### config.mk
export PLATFORM = sky130hd
export DESIGN_NAME = fcl_loader
export DESIGN_NICKNAME = d
export VERILOG_FILES = /design/src/rtl/fcl_pkg.sv /design/src/rtl/fcl_nvm_if.sv /design/src/rtl/fcl_loader.sv /design/src/rtl/fcl_nvm_port.sv /design/src/rtl/fcl_region.sv
export SDC_FILE = /design/constraint.sdc
export NUM_CORES = 1
export LEC_CHECK = 0
export BUFFER_PORTS_ARGS = -buffer_cell sky130_fd_sc_hd__buf_2
export CORE_MARGIN = 5
export CORE_UTILIZATION = 52
export DETAILED_ROUTE_END_ITERATION = 7
export HOLD_SLACK_MARGIN = 0.15
export PLACE_DENSITY_LB_ADDON = 0.2
export SLEW_MARGIN = 30
export SYNTH_ARGS = -nofsm -noshare
export SYNTH_HDL_FRONTEND = slang
export SYNTH_SLANG_ARGS = --single-unit
### constraint.sdc
create_clock -name clk_i -period 5.1 [get_ports clk_i]
set_input_delay 1.02 -clock clk_i [delete_from_list [all_inputs] [get_ports clk_i]]
set_output_delay 1.02 -clock clk_i [all_outputs]
set_load 0.1 [all_outputs]
### src/rtl/fcl_pkg.sv
package fcl_pkg;
   localparam int FUSE_COUNT = 11;
   localparam logic [3:0] OFS_TIMER = 4'h4;
   localparam logic [3:0] OFS_SYS0 = 4'h5;
   localparam logic [3:0] OFS_SYS1 = 4'h6;
   localparam logic [3:0] OFS_APP_END = 4'h7;
   localparam logic [3:0] OFS_BOOT_END = 4'h8;
   localparam logic [3:0] OFS_LOCK = 4'hA;
   localparam logic [3:0] OFS_STATUS = 4'hC;
   localparam logic [3:0] OFS_CTRL = 4'hD;
   localparam logic [3:0] LAST_FUSE = 4'hA;
   localparam int BIT_BOOT_CRC_DIS = 7;
   localparam int BIT_APP_CRC_DIS = 6;
   localparam int BIT_RST_PIN_LO = 2;
   localparam int BIT_EE_PRESERVE = 0;
   localparam int BIT_CMP_EN_LO = 4;
   localparam logic [7:0] LOCK_OPEN = 8'hC5;
   localparam logic [7:0] RST_SYS0 = 8'hF6;
   localparam logic [7:0] RST_SYS1 = 8'h07;
   localparam logic [7:0] RST_ZERO = 8'h00;
   localparam logic [1:0] PIN_GPIO = 2'h0;
   localparam logic [1:0] PIN_RESET = 2'h1;
   localparam logic [1:0] PIN_DEBUG = 2'h2;
   localparam logic [1:0] PIN_DEBUG_ALT = 2'h3;
   localparam int BLOCK_SHIFT = 8;
   localparam int CLK_HZ = 100000000;
   localparam int UNIT_MS = 1;
   localparam int CYC_PER_MS = CLK_HZ / 1000 * UNIT_MS;
   localparam int CRC_CYCLES = 16;
   typedef enum logic [2:0] {
      FCL_POR_IDLE = 3'b000,
      FCL_READ = 3'b001,
      FCL_CRC_BOOT = 3'b011,
      FCL_CRC_APP = 3'b010,
      FCL_DELAY = 3'b110,
      FCL_RUN = 3'b111
   } fcl_state_t;
endpackage

### src/rtl/fcl_nvm_if.sv
`timescale 1ns/10ps
interface fcl_nvm_if;
   logic req;
   logic [3:0] addr;
   logic [7:0] data;
   logic valid;
   modport loader (output req, output addr, input data, input valid);
   modport port (input req, input addr, output data, output valid);
endinterface

### src/rtl/fcl_loader.sv
// Local design decision: register access over Wishbone.
`timescale 1ns/10ps
module fcl_loader #(
   parameter int ADDR_W = 14,
   parameter int MS_CYCLES = fcl_pkg::CYC_PER_MS
) (
   // Clock and reset
   input wire logic clk_i,
   input wire logic rst_i,
   input wire logic por_i,
   // Wishbone slave
   input wire logic wb_cyc_i,
   input wire logic wb_stb_i,
   input wire logic wb_we_i,
   input wire logic [5:0] wb_adr_i,
   input wire logic [3:0] wb_sel_i,
   input wire logic [31:0] wb_dat_i,
   output logic [31:0] wb_dat_o,
   output logic wb_ack_o,
   // Fuse array
   output logic [3:0] fuse_addr_o,
   input wire logic [7:0] fuse_data_i,
   // CRC engine handshake
   output logic crc_boot_start_o,
   output logic crc_app_start_o,
   input wire logic crc_done_i,
   // System outputs
   output logic sys_reset_o,
   output logic [7:0] fault_control_reg_o,
   output logic [3:0] cmp_pin_enable_o,
   output logic [3:0] cmp_default_level_o,
   output logic [1:0] reset_pin_function_o,
   output logic chip_erase_eeprom_o,
   output logic dbg_bus_allow_o,
   // Debug access and flash classify
   input wire logic dbg_cs_space_i,
   input wire logic [ADDR_W-1:0] flash_addr_i,
   output logic in_boot_o,
   output logic in_app_o,
   output logic in_data_o
);
   fcl_nvm_if nvm ();
   fcl_pkg::fcl_state_t state_reg, state_next;
   logic [7:0] fuse_reg [0:fcl_pkg::FUSE_COUNT-1];
   logic [3:0] idx_reg;
   logic [31:0] cnt_reg;
   logic por_seen_reg;
   logic [7:0] lock_reg;
   logic lock_wr;
   logic ack_reg;
   logic [31:0] rd_reg;
   logic crc_req_reg;

   fcl_nvm_port u_port (
      .clk_i(clk_i),
      .rst_i(rst_i),
      .nvm(nvm),
      .fuse_addr_o(fuse_addr_o),
      .fuse_data_i(fuse_data_i)
   );

   fcl_region #(.ADDR_W(ADDR_W)) u_region (
      .boot_end_i(fuse_reg[fcl_pkg::OFS_BOOT_END]),
      .app_end_i(fuse_reg[fcl_pkg::OFS_APP_END]),
      .addr_i(flash_addr_i),
      .in_boot_o(in_boot_o),
      .in_app_o(in_app_o),
      .in_data_o(in_data_o)
   );

   wire [7:0] sys0 = fuse_reg[fcl_pkg::OFS_SYS0];
   wire [2:0] startup_delay_sel = fuse_reg[fcl_pkg::OFS_SYS1][2:0];
   wire [31:0] delay_cycles = (startup_delay_sel == 3'h0) ? 32'h0 :
                              (32'(MS_CYCLES) << (startup_delay_sel - 3'h1));
   wire boot_crc_on = ~sys0[fcl_pkg::BIT_BOOT_CRC_DIS];
   wire app_crc_on = ~sys0[fcl_pkg::BIT_APP_CRC_DIS];
   wire locked = (lock_reg != fcl_pkg::LOCK_OPEN);
   wire loading = (state_reg == fcl_pkg::FCL_READ);
   wire byte_in = loading & nvm.valid;
   wire last_byte = byte_in & (idx_reg == fcl_pkg::LAST_FUSE);
   wire crc_state = (state_reg == fcl_pkg::FCL_CRC_BOOT) || (state_reg == fcl_pkg::FCL_CRC_APP);
   wire crc_end = crc_state & crc_req_reg & crc_done_i;

   assign nvm.req = loading & ~nvm.valid;
   assign nvm.addr = idx_reg;

   always_comb begin
      state_next = state_reg;
      case (state_reg)
         fcl_pkg::FCL_POR_IDLE: state_next = fcl_pkg::FCL_READ;
         fcl_pkg::FCL_READ: begin
            if (last_byte) begin
               state_next = fcl_pkg::FCL_CRC_BOOT;
            end
         end
         fcl_pkg::FCL_CRC_BOOT: begin
            if (!boot_crc_on || crc_end) begin
               state_next = fcl_pkg::FCL_CRC_APP;
            end
         end
         fcl_pkg::FCL_CRC_APP: begin
            if (!app_crc_on || crc_end) begin
               state_next = fcl_pkg::FCL_DELAY;
            end
         end
         fcl_pkg::FCL_DELAY: begin
            if (cnt_reg >= delay_cycles) begin
               state_next = fcl_pkg::FCL_RUN;
            end
         end
         fcl_pkg::FCL_RUN: state_next = fcl_pkg::FCL_RUN;
         default: state_next = fcl_pkg::FCL_POR_IDLE;
      endcase
   end

   always_ff @(posedge clk_i) begin
      if (rst_i) begin
         state_reg <= fcl_pkg::FCL_POR_IDLE;
         idx_reg <= 4'h0;
         cnt_reg <= 32'h0;
         crc_req_reg <= 1'b0;
      end else begin
         state_reg <= state_next;
         if (byte_in) begin
            idx_reg <= idx_reg + 4'h1;
         end
         cnt_reg <= (state_reg == fcl_pkg::FCL_DELAY) ? cnt_reg + 32'h1 : 32'h0;
         crc_req_reg <= crc_state & (state_next == state_reg);
      end
   end

   // Fuse shadow; one write per byte during the read phase
   genvar gi;
   generate
      for (gi = 0; gi < fcl_pkg::FUSE_COUNT; gi++) begin : g_fuse
         always_ff @(posedge clk_i) begin
            if (rst_i) begin
               fuse_reg[gi] <= (gi == fcl_pkg::OFS_SYS0) ? fcl_pkg::RST_SYS0 :
                               (gi == fcl_pkg::OFS_SYS1) ? fcl_pkg::RST_SYS1 : fcl_pkg::RST_ZERO;
            end else if (byte_in && idx_reg == 4'(gi)) begin
               fuse_reg[gi] <= nvm.data;
            end
         end
      end
   endgenerate

   // Timer settings survive non power-on resets, so they sit outside rst_i
   always_ff @(posedge clk_i) begin
      if (por_i) begin
         por_seen_reg <= 1'b1;
         fault_control_reg_o <= 8'h00;
      end else if (por_seen_reg && state_reg == fcl_pkg::FCL_CRC_BOOT) begin
         por_seen_reg <= 1'b0;
         fault_control_reg_o <= fuse_reg[fcl_pkg::OFS_TIMER];
      end
   end
   assign cmp_pin_enable_o = fault_control_reg_o[7:fcl_pkg::BIT_CMP_EN_LO];
   assign cmp_default_level_o = fault_control_reg_o[fcl_pkg::BIT_CMP_EN_LO-1:0];

   // Lock byte: loaded from fuse, then software writable
   always_ff @(posedge clk_i) begin
      if (rst_i) begin
         lock_reg <= 8'h00;
      end else if (byte_in && idx_reg == fcl_pkg::OFS_LOCK) begin
         lock_reg <= nvm.data;
      end else if (lock_wr) begin
         lock_reg <= wb_dat_i[7:0];
      end
   end

   wire wb_req = wb_cyc_i & wb_stb_i & ~ack_reg;
   wire [3:0] wb_idx = wb_adr_i[5:2];
   assign lock_wr = wb_req & wb_we_i & wb_sel_i[0] & (wb_idx == fcl_pkg::OFS_LOCK);
   wire [7:0] status = {2'h0, state_reg, locked, crc_state, sys_reset_o};
   wire [7:0] rd_byte = (wb_idx <= fcl_pkg::LAST_FUSE && wb_idx != fcl_pkg::OFS_LOCK) ? fuse_reg[wb_idx] :
                        (wb_idx == fcl_pkg::OFS_LOCK) ? lock_reg :
                        (wb_idx == fcl_pkg::OFS_STATUS) ? status : 8'h00;

   always_ff @(posedge clk_i) begin
      if (rst_i) begin
         ack_reg <= 1'b0;
         rd_reg <= 32'h0;
      end else begin
         ack_reg <= wb_req;
         rd_reg <= {24'h0, rd_byte};
      end
   end
   assign wb_ack_o = ack_reg;
   assign wb_dat_o = rd_reg;

   assign sys_reset_o = (state_reg != fcl_pkg::FCL_RUN);
   assign crc_boot_start_o = (state_reg == fcl_pkg::FCL_CRC_BOOT) & boot_crc_on & ~crc_req_reg;
   assign crc_app_start_o = (state_reg == fcl_pkg::FCL_CRC_APP) & app_crc_on & ~crc_req_reg;
   assign reset_pin_function_o = sys0[fcl_pkg::BIT_RST_PIN_LO+1:fcl_pkg::BIT_RST_PIN_LO];
   assign chip_erase_eeprom_o = locked | ~sys0[fcl_pkg::BIT_EE_PRESERVE];
   assign dbg_bus_allow_o = ~locked | dbg_cs_space_i;
endmodule

### src/rtl/fcl_nvm_port.sv
`timescale 1ns/10ps
// One-cycle registered read of the external fuse array
module fcl_nvm_port (
   // Clock and reset
   input wire logic clk_i,
   input wire logic rst_i,
   // Loader side
   fcl_nvm_if.port nvm,
   // Fuse array pins
   output logic [3:0] fuse_addr_o,
   input wire logic [7:0] fuse_data_i
);
   logic valid_reg;
   logic [7:0] data_reg;
   assign fuse_addr_o = nvm.addr;
   assign nvm.data = data_reg;
   assign nvm.valid = valid_reg;
   always_ff @(posedge clk_i) begin
      if (rst_i) begin
         valid_reg <= 1'b0;
         data_reg <= 8'h00;
      end else begin
         valid_reg <= nvm.req & ~valid_reg;
         data_reg <= fuse_data_i;
      end
   end
endmodule

### src/rtl/fcl_region.sv
`timescale 1ns/10ps
// Flash section classifier for one address
module fcl_region #(
   parameter int ADDR_W = 14
) (
   // Section ends
   input wire logic [7:0] boot_end_i,
   input wire logic [7:0] app_end_i,
   input wire logic [ADDR_W-1:0] addr_i,
   // Classification
   output logic in_boot_o,
   output logic in_app_o,
   output logic in_data_o
);
   wire [ADDR_W-1:0] page = addr_i >> fcl_pkg::BLOCK_SHIFT;
   wire all_boot = (boot_end_i == 8'h00);
   wire boot_hit = all_boot || (page < {{(ADDR_W-8){1'b0}}, boot_end_i});
   wire app_top = (app_end_i == 8'h00) || (page < {{(ADDR_W-8){1'b0}}, app_end_i});
   assign in_boot_o = boot_hit;
   assign in_app_o = ~boot_hit & app_top;
   assign in_data_o = ~boot_hit & ~app_top;
endmodule

Word level (Yosys, flattened, before mapping)
Memories as Yosys holds them, arrays and structs flattened. A register that Yosys moved wholly into a read port is not among the register bits.
Cells that the tools add are included.
W data, S select, Z words.
{"block": "totals", "mem_count": 1, "mem_bits_rw": 88, "inputBits": 72, "regBits": 91, "output_inout_bits": 63}
{"block": "classes", "shifts": 1, "addsub": 3, "n_eq_ne": 21, "mux": 57, "n_lt_le_gt_ge": 4, "n_bitwise": 41, "reduce_logical": 25}
{"memory": "fuse_reg", "depth": 11, "width": 8, "read_ports": 6, "rd_ports_with_merged_regs": 1, "wr": 11, "line_no": "fcl_loader.sv:44", "source": "logic [7:0] fuse_reg [0:fcl_pkg::FUSE_COUNT-1];"}
{"cell": "$mux W8", "count": 15}
{"cell": "$mux W1", "count": 35}
{"cell": "$add A32 B1 Y32 const B", "count": 1}
{"cell": "$ge A32 B32 Y1", "count": 1}
{"cell": "$mux W32", "count": 1}
{"cell": "$shl A17 B3 Y32 const A", "count": 1}
{"cell": "$eq A4 B4 Y1 const B", "count": 5}
{"cell": "$and A1 B1 Y1", "count": 18}
{"cell": "$pmux W3 S6", "count": 1}
{"cell": "$eq A4 B3 Y1 const B", "count": 4}
{"cell": "$logic_not A8 Y1", "count": 2}
{"cell": "$lt A6 B8 Y1", "count": 2}
{"cell": "$logic_and A1 B1 Y1", "count": 13}
{"cell": "$or A1 B1 Y1", "count": 13}
{"cell": "$mux W3", "count": 4}
{"cell": "$not A1 Y1", "count": 10}
{"cell": "$eq A4 B2 Y1 const B", "count": 2}
{"cell": "$ne A8 B8 Y1 const B", "count": 1}
{"cell": "$eq A3 B2 Y1 const B", "count": 2}
{"cell": "$eq A3 B3 Y1 const B", "count": 2}
{"cell": "$logic_not A3 Y1", "count": 2}
{"cell": "$mux W6", "count": 1}
{"cell": "$logic_or A1 B1 Y1", "count": 5}
{"cell": "$add A4 B1 Y4 const B", "count": 1}
{"cell": "other kinds (10)", "count": 10}

Longest topological paths before layout
Gate-level depths: netlist (run 1).
{"block": "depth", "word_depth": 9, "depth_mapped": 13, "mapped_depth_nobuf": 13}

Hierarchy
From an unflattened synthesis (run 1), not the netlist that was laid out.
{"block": "unflattened", "hier_cells": 798, "hier_area_um2": 8306.7}
{"module": "fcl_loader", "cells_per_inst": 734, "n_inst": 1, "area_each_um2": 7736.2}
{"module": "fcl_region", "cells_per_inst": 42, "n_inst": 1, "area_each_um2": 297.8}
{"module": "fcl_nvm_port", "cells_per_inst": 22, "n_inst": 1, "area_each_um2": 272.8}

Least setup slack after synthesis (run 1)
No wires, ideal clock.
{"block": "synth_timing", "path_kind": "in2out", "from": "input flash_addr_i[9]", "to": "output in_data_o", "path_stages": 6, "slack_ns": -1.268, "arrival_ns": 5.348, "path_cell_list": "ha_1 a21boi_0 o21ai_0 a21oi_1 o31ai_1 nor2_1"}
{"block": "synth_between", "elab_chain_len": 4, "word_cells_on_any_way": 7, "classes_between": "order compare: 2; bitwise: 3; reduce/logical: 2"}
{"item": "start, declared", "line_no": "fcl_loader.sv:37", "source": "input wire logic [ADDR_W-1:0] flash_addr_i,"}
{"item": "$lt A6 B8 Y1", "line_no": "fcl_region.sv:17", "source": "wire boot_hit = all_boot || (page < {{(ADDR_W-8){1'b0}}, boot_end_i});"}
{"item": "$logic_or A1 B1 Y1", "line_no": "fcl_region.sv:17"}
{"item": "net in_boot_o", "line_no": "fcl_loader.sv:38", "source": "output logic in_boot_o,"}
{"item": "$not A1 Y1", "line_no": "fcl_region.sv:21", "source": "assign in_data_o = ~boot_hit & ~app_top;"}
{"item": "$and A1 B1 Y1", "line_no": "fcl_region.sv:21"}
{"item": "end, declared", "line_no": "fcl_loader.sv:40", "source": "output logic in_data_o"}
The timed path passes the listed nets, and every way through them passes these cells.

Final worst setup path (run 1)
{"block": "layout_timing", "from": "input flash_addr_i[9]", "to": "output in_app_o"}
{"block": "layout_between", "elab_chain_len": 4, "word_cells_on_any_way": 6, "classes_between": "order compare: 2; bitwise: 2; reduce/logical: 2"}
{"item": "$lt A6 B8 Y1", "line_no": "fcl_region.sv:17"}
{"item": "$logic_or A1 B1 Y1", "line_no": "fcl_region.sv:17"}
{"item": "$not A1 Y1", "line_no": "fcl_region.sv:20", "source": "assign in_app_o = ~boot_hit & app_top;"}
{"item": "$and A1 B1 Y1 *", "line_no": "fcl_region.sv:20"}
{"item": "end, declared", "line_no": "fcl_loader.sv:39", "source": "output logic in_app_o,"}
Mark *: on every way between the ends. The rest lies on a longest branch, timed or not.

==> reports/metrics.cfg, run 1 <==
[power_and_ir_drop]
vdd_ir_drop_max_mv = 0.2313
p_leak_uw = 0.003554
p_per_area_nw_per_um2 = 319.9

[cts]
worstSkewPairLatency_ns = 0.43
hold_buffers = 0
htreeDepth = 4
clkSinkCount = 155
cts_setup_buffers = 0
cts-root-buf = clkbuf_16
cts_tree = yes
numCtsBuffers = 17
path_clk_slew_ns = 0.06
cts_resized = 0
cts_max_path_buffers = 2

[drt]
firstDrtPassIters = 4
drt_iter0_drc = 436
route.detailed.drc = 0
num_vias = 5689
ant_nets = 0
wire_per_inst_um = 17.72
drt_wl_total_um = 18550
viasPerCell = 5.434

[yosys]
synth_xor_area_share_pct = 3.761
seq_area_frac_synth_pct = 47.90
synth_cell_type_count = 60
synth_area_um2 = 8150
yosys_register_bits = 155
synth_top_area_share_pct = 29.47
synthArstFlopShare_pct = 0
netlist_instances = 780
synth_compound_area_share_pct = 7.492
synth_top_family_by_area = simple AND/OR/NAND/NOR gates
synth_edf_count = 80
synth.area.top_cells = edfxtp_1, dfxtp_1, ha_1, mux4_2, nor2_1
ys_top_cells_by_count = nor2_1, edfxtp_1, dfxtp_1
ys.flop_type = edfxtp_1
yosys.area.top_type = edfxtp_1
yosysMostFrequentCell = nor2_1
synth.avg_cell_area_um2 = 10.45
synthAdderAreaFrac_pct = 6.294
synth-simple-area-share_pct = 20.34
yosys_warnings = 0
synth_mux_area_share_pct = 7.046

[critical_path]
r2r_start = fuse_reg[6][0]
critical_path.max_fanout = 2
r2r_setup_slack_ns = 1.86
max_stage_delay_ns = 0.45
critical_path_class = primary input to primary output
critPathSlowestCell = o311ai_0
cp.arrival_ns = 2.83
cp-end-kind = primary output
worstPathRequired_ns = 4.08
crit_top_cell = buf_2
startpoint_type = primary input
rr_worst_depth = 13
reg2reg_to = state_reg[0]
crit_chain = buf_2 > ha_1 > a21boi_0 > o21ai_0 > a21oi_1 > o311ai_0 > nor2b_1 > buf_2
critical-path-top-delay-family = compound AO/OA/AOI/OAI gates
crit_buf_inv = 2

[placed_design]
dp_hpwl_um = 13900
globalplace.congestion = 0.8543
port_buffers = 73

[job]
max-cap-violations = 0

[grt]
antenna_found_initial = 1
grt_pass1_wl_um = 29610
grt_overflow = 0
grt_usage_pct = 20.97
grt_max_degree = 43
grt_pass1_vias = 5651

[outcome]
status = complete, no violations

[floorplanning]
io_pins = 135
initial_core_util_pct = 53.22
core_um2 = 15310
dieArea_um2 = 18280
die_y_um = 135.2
die_w_um = 135.2
rows = 45

[cells_and_area]
nFillCells = 1346
area_growth_pct = 10.62
drive_above_1_share_pct = 17.11
final_nets = 936
largest_reg_flops = 80
insertedDiodeCount = 0

[sta]
tightestPinTransition_ns = 0.7937
relSlewSlack_pct = 47.08
fin_tns_setup_ns = 0
finalCritPeriodShare_pct = 75.58
finalSetupViolations = 0
finalHoldViolCount = 0
drv_slew = 0
timing.hold.ws_ns = 0.4335
fin_crit_ns = 3.854
clock_skew_ns = 0.01207
rsz0062_at_grt = no
fmax_mhz = 259.4

[worst_hold_path]
hold_class = flip-flop to flip-flop
hold_depth = 1
hold_start = wb_ack_o
hold_path_end = wb_ack_o

==> report_power, final <==
group / internal, uW / switching, uW
registers: 1340 / 25.5
logic: 60.5 / 214
clock network: 735 / 511
total: 2130 / 750
==> through the flow <==
stage / utilization [%] / instances / power, uW / worst slack [ns] / instance area [um^2]
6_report: 58.87 / 1047 / 2884 / 1.246 / 9016
5_1_grt: 58.87 / 1047 / 2968 / 1.073 / 9016
4_1_cts: 58.86 / 1047 / 2901 / 1.252 / 9015
3_5_place_dp: 55.02 / 1015 / 1665 / 1.259 / 8426
3_3_place_gp: 55.02 / 1015 / 1660 / 1.359 / 8426
2_1_floorplan: - / 803 / 1618 / 0.04501 / 8242
==> worst max path at each step <==
stage / cells past startpoint / slack (ns) / startpoint / end
after floorplan: 6 / 0.05 / flash_addr_i[9] / in_data_o
after global placement: 8 / 1.36 / flash_addr_i[9] / in_app_o
after detailed placement: 8 / 1.26 / flash_addr_i[9] / in_app_o
after CTS: 8 / 1.25 / flash_addr_i[9] / in_app_o
after global routing: 8 / 1.07 / flash_addr_i[9] / in_app_o
final: 8 / 1.25 / flash_addr_i[9] / in_app_o
==> kinds of logic (layout without fill, tap and decap cells) <==
group,Yosys count,count (layout)
AO/OA/AOI/OAI,96,96
XOR/XNOR,35,35
adder cells (fa/ha/maj),41,41
buffers and inverters,106,139
flip-flops,155,155
multiplexers,37,37
other,1,24
AND/OR/NAND/NOR,309,309
==> layout by cell type (no fill, tap or decap), types with 3 or more instances in the layout <==
cell type   instances
a211oi_1           15
a21boi_0            3
a21o_1             11
a21oi_1            26
a22o_1              4
a22oi_1             4
and2_1             48
and3_1              6
and4_1              4
buf_2              73
clkbuf_16          19
clkinvlp_4          3
conb_1             24
dfxtp_1            75
edfxtp_1           80
ha_1               41
inv_1              31
mux2_2              3
mux2i_1            18
mux4_2             16
nand2_1            58
nand2b_1           11
nand3_1            16
nand4_1             7
nor2_1             89
nor2b_1            10
nor3_1             22
nor4_1              6
o21ai_0            19
o22ai_1             4
or3_1               9
xnor2_1            10
xor2_1             25
==> per-layer routing <==
layer	vias up	routed length [um]	track usage, %
met5	-	7	0
met4	2	389	7.615
met3	29	991	4.681
met2	144	9478	35.90
met1	2740	7687	26.08
li1	2774	-	-
==> layout make-up <==
type	instances	area, um^2	area share [%]
Sequential cell	155	3904	43.30
Multi-Input combinational cell	542	3759	41.69
Clock inverter	11	105.1	1.166
Inverter	32	120.1	1.332
Clock buffer	21	484.2	5.371
Tap cell	211	264.0	2.928
Timing Repair Buffer	75	380.4	4.219
Note: power is estimated with default switching activity, not from simulation.
==> run 2, diff against run 1 <==
Settings changed: ABC_AREA set to 1.
Clock period 5.1 ns to 4 ns, I/O delays scaled along.
==> run 2 against run 1 <==
Against the previous run:
- total power increased by 27%
- largest cell class unchanged
- area after synthesis grew 3.2%
- setup slack lost 0.43 ns
- cell area rose by 3.8%
- synthesized cell count rose by 35%
- critical endpoint is now crc_req_reg
==> reports/metrics.cfg, run 2 <==
[drt]
num_vias = 7086  ; was 5689
viasPerCell = 5.272  ; was 5.434
drt_wl_total_um = 21110  ; was 18550 um
ant_nets = 0  ; unchanged
firstDrtPassIters = 5  ; was 4
drt_iter0_drc = 531  ; was 436
wire_per_inst_um = 15.70  ; was 17.72 um
route.detailed.drc = 0  ; unchanged

[yosys]
yosys.area.top_type = edfxtp_1  ; unchanged
yosys_register_bits = 155  ; unchanged
seq_area_frac_synth_pct = 46.43  ; was 47.90%
synth_area_um2 = 8408  ; was 8150 um^2
ys_top_cells_by_count = nand2_1, nor2_1, inv_1  ; was nor2_1, edfxtp_1, dfxtp_1
synth_top_area_share_pct = 28.57  ; was 29.47%
synth.avg_cell_area_um2 = 7.970  ; was 10.45 um^2
yosysMostFrequentCell = nand2_1  ; was nor2_1
yosys_warnings = 0  ; unchanged
synth_edf_count = 80  ; unchanged
ys.flop_type = edfxtp_1  ; unchanged
netlist_instances = 1055  ; was 780
synthArstFlopShare_pct = 0  ; unchanged
synth_cell_type_count = 43  ; was 60
synth.area.top_cells = edfxtp_1, dfxtp_1, nand2_1, nor2_1, ha_1  ; was edfxtp_1, dfxtp_1, ha_1, mux4_2, nor2_1

[sta]
finalHoldViolCount = 0  ; unchanged
finalSetupViolations = 0  ; unchanged
relSlewSlack_pct = 46.64  ; was 47.08%
finalCritPeriodShare_pct = 79.56
fin_tns_setup_ns = 0  ; unchanged
timing.hold.ws_ns = 0.4653  ; was 0.4335 ns
fin_crit_ns = 3.182
rsz0062_at_grt = no  ; unchanged
tightestPinTransition_ns = 0.7951  ; was 0.7937 ns
clock_skew_ns = 0.01222  ; was 0.01207 ns
drv_slew = 0  ; unchanged
fmax_mhz = 314.2

[cts]
cts_resized = 0  ; unchanged
htreeDepth = 4  ; unchanged
cts_tree = yes  ; unchanged
worstSkewPairLatency_ns = 0.44  ; was 0.43 ns
cts_max_path_buffers = 2  ; unchanged
path_clk_slew_ns = 0.06  ; about the same
cts-root-buf = clkbuf_16  ; unchanged
cts_setup_buffers = 0  ; unchanged
hold_buffers = 0  ; unchanged
clkSinkCount = 155  ; unchanged
numCtsBuffers = 17  ; unchanged

[job]
max-cap-violations = 0  ; unchanged

[critical_path]
crit_chain = inv_1 > ha_1 > inv_1 > nand2_1 > nand2_1 > inv_1 > or2_2 > o211ai_1 > ha_1 > nand2_1 > inv_1 > nand2_1 > inv_1 > nand2_1 > nand3_1 > nand2_1 > nand2_1 > nand2_1 > nand3_1 > nand2_1 > inv_1  ; was buf_2 > ha_1 > a21boi_0 > o21ai_0 > a21oi_1 > o311ai_0 > nor2b_1 > buf_2
max_stage_delay_ns = 0.51  ; was 0.45 ns
startpoint_type = flip-flop  ; was primary input
cp-end-kind = flip-flop  ; was primary output
critical-path-top-delay-family = simple AND/OR/NAND/NOR gates  ; was compound AO/OA/AOI/OAI gates
crit_top_cell = nand2_1  ; was buf_2
cp.arrival_ns = 3.51  ; was 2.83 ns
critical_path.max_fanout = 14  ; was 2
critical_path_class = flip-flop to flip-flop  ; was primary input to primary output
crit_buf_inv = 6  ; was 2
critPathSlowestCell = edfxtp_1  ; was o311ai_0
worstPathRequired_ns = 4.33  ; was 4.08 ns

[power_and_ir_drop]
p_clk_share_pct = 42.7  ; was 43.2%
power_frac_seq_pct = 47.2  ; was 47.3%
p_per_area_nw_per_um2 = 390.0  ; was 319.9 nW/um^2
combPwrFrac_pct = 10.1  ; was 9.5%
internal_power_uw = 2647  ; was 2134 uW
p_leak_uw = 0.003729  ; was 0.003554 uW
vdd_ir_drop_max_mv = 0.3828  ; was 0.2313 mV
p_sw_share_pct = 27.46  ; was 26.00%
p_sw_uw = 1002  ; was 750.0 uW

[grt]
grt_pass1_vias = 6456  ; was 5651
antenna_found_initial = 0  ; was 1
grt_overflow = 0  ; unchanged
grt_pass1_wl_um = 33330  ; was 29610 um
grt_usage_pct = 23.19  ; was 20.97%
grt_max_degree = 44  ; was 43

[floorplanning]
die_w_um = 137.2  ; was 135.2 um
initial_core_util_pct = 52.93  ; was 53.22%
rows = 46  ; was 45
core_um2 = 15890  ; was 15310 um^2
io_pins = 135  ; unchanged
die_y_um = 137.2  ; was 135.2 um
dieArea_um2 = 18810  ; was 18280 um^2

[worst_hold_path]
hold_class = flip-flop to flip-flop  ; unchanged

[cells_and_area]
largest_reg_flops = 80  ; unchanged
area_growth_pct = 11.26  ; was 10.62%
final_cells = 1344  ; was 1047
final_common_cell = nand2_1  ; was nor2_1
insertedDiodeCount = 0  ; unchanged
final_nets = 1228  ; was 936
drive_above_1_share_pct = 13.74  ; was 17.11%
final_cell_mix = nand2_1, nor2_1, inv_1  ; was nor2_1, edfxtp_1, dfxtp_1

[placed_design]
port_buffers = 73  ; unchanged
globalplace.congestion = 0.9044  ; was 0.8543
dp_hpwl_um = 15580  ; was 13900 um
placed_cells = 1312  ; was 1015

[outcome]
status = complete, no violations  ; unchanged

==> run 2: cell count changes after synthesis, moves of 13 or more <==
cell and change:
a21oi_1 +41, nand3_1 +21, mux4_2 -16, a211oi_1 -15, nand2_1 +154, and2_1 -47, o21ai_0 +43, nand4_1 +13
mux2i_1 -18, inv_1 +70, xor2_1 -25, nor2_1 +73
==> run 2: power by group through the flow <==
stage	combinational [uW]	clock, uW	sequential [uW]
6_report	369	1560	1720
5_1_grt	394	1640	1730
4_1_cts	368	1570	1720
3_5_place_dp	366	0	1760
3_3_place_gp	363	0	1760
2_1_floorplan	260	0	1800
==> run 2: cell type report <==
class / instances / area [um^2]
fillers: 1531 / 6530
flip-flops and latches: 155 / 3904
multi-input cells: 744 / 3775
clock buffers: 21 / 450.4
inverters: 120 / 450.4
repair buffers: 77 / 395.4
well taps: 216 / 270.3
clock inverters: 11 / 110.1
==> run 2: path summary, 6_finish.rpt <==
| path | from | endpoint | slack, ns | cells past startpoint |
|---|---|---|---|---|
| min | cnt_reg[0] | cnt_reg[0] | 0.47 | 1 |
| max reg2reg | fuse_reg[6][0] | crc_req_reg | 0.82 | 21 |
| max | fuse_reg[6][0] | crc_req_reg | 0.82 | 21 |
| min reg2reg | cnt_reg[0] | cnt_reg[0] | 0.47 | 1 |
==> run 2: worst reg2reg max path, stage by stage (launching register included) <==
cell and delay [ns]:
edfxtp_1 0.51, inv_1 0.19, ha_1 0.25, inv_1 0.07, nand2_1 0.05, nand2_1 0.31
inv_1 0.18, or2_2 0.32, o211ai_1 0.09, ha_1 0.27, nand2_1 0.07, inv_1 0.03
nand2_1 0.07, inv_1 0.04, nand2_1 0.06, nand3_1 0.11, nand2_1 0.08, nand2_1 0.10
nand2_1 0.11, nand3_1 0.07, nand2_1 0.07, inv_1 0.03
==> run 2: cell families after synthesis <==
kind of cell               Yosys count  share of synthesized area, %
xor gates and xnor gates             1                        0.1042
other                                1                       0.04460
and+or+nand+nor                    506                         26.61
adders and majority gates           41                         6.101
buffers and inverters              179                         9.702
AOI/OAI and AO/OA                  172                         11.01
DFF                                155                         46.43
==> run 2: layer usage <==
metal  global-route usage, %  part of all wire [%]  routed length, um
met5                       0                     0                  0
met4                   8.426                   2.4                500
met1                   32.04                    45               9513
met3                   4.743                   7.0               1484
met2                   36.13                    46               9607
==> run 2: stage by stage <==
stage	setup WS [ns]	total power (uW)	cell area [um^2]	utilization, %
6_report	0.8177	3648	9355	58.89
5_1_grt	0.5049	3759	9355	58.89
4_1_cts	0.8456	3660	9355	58.89
3_5_place_dp	0.8705	2123	8795	55.36
3_3_place_gp	0.9352	2119	8795	55.36
2_1_floorplan	-0.3007	2058	8494	-
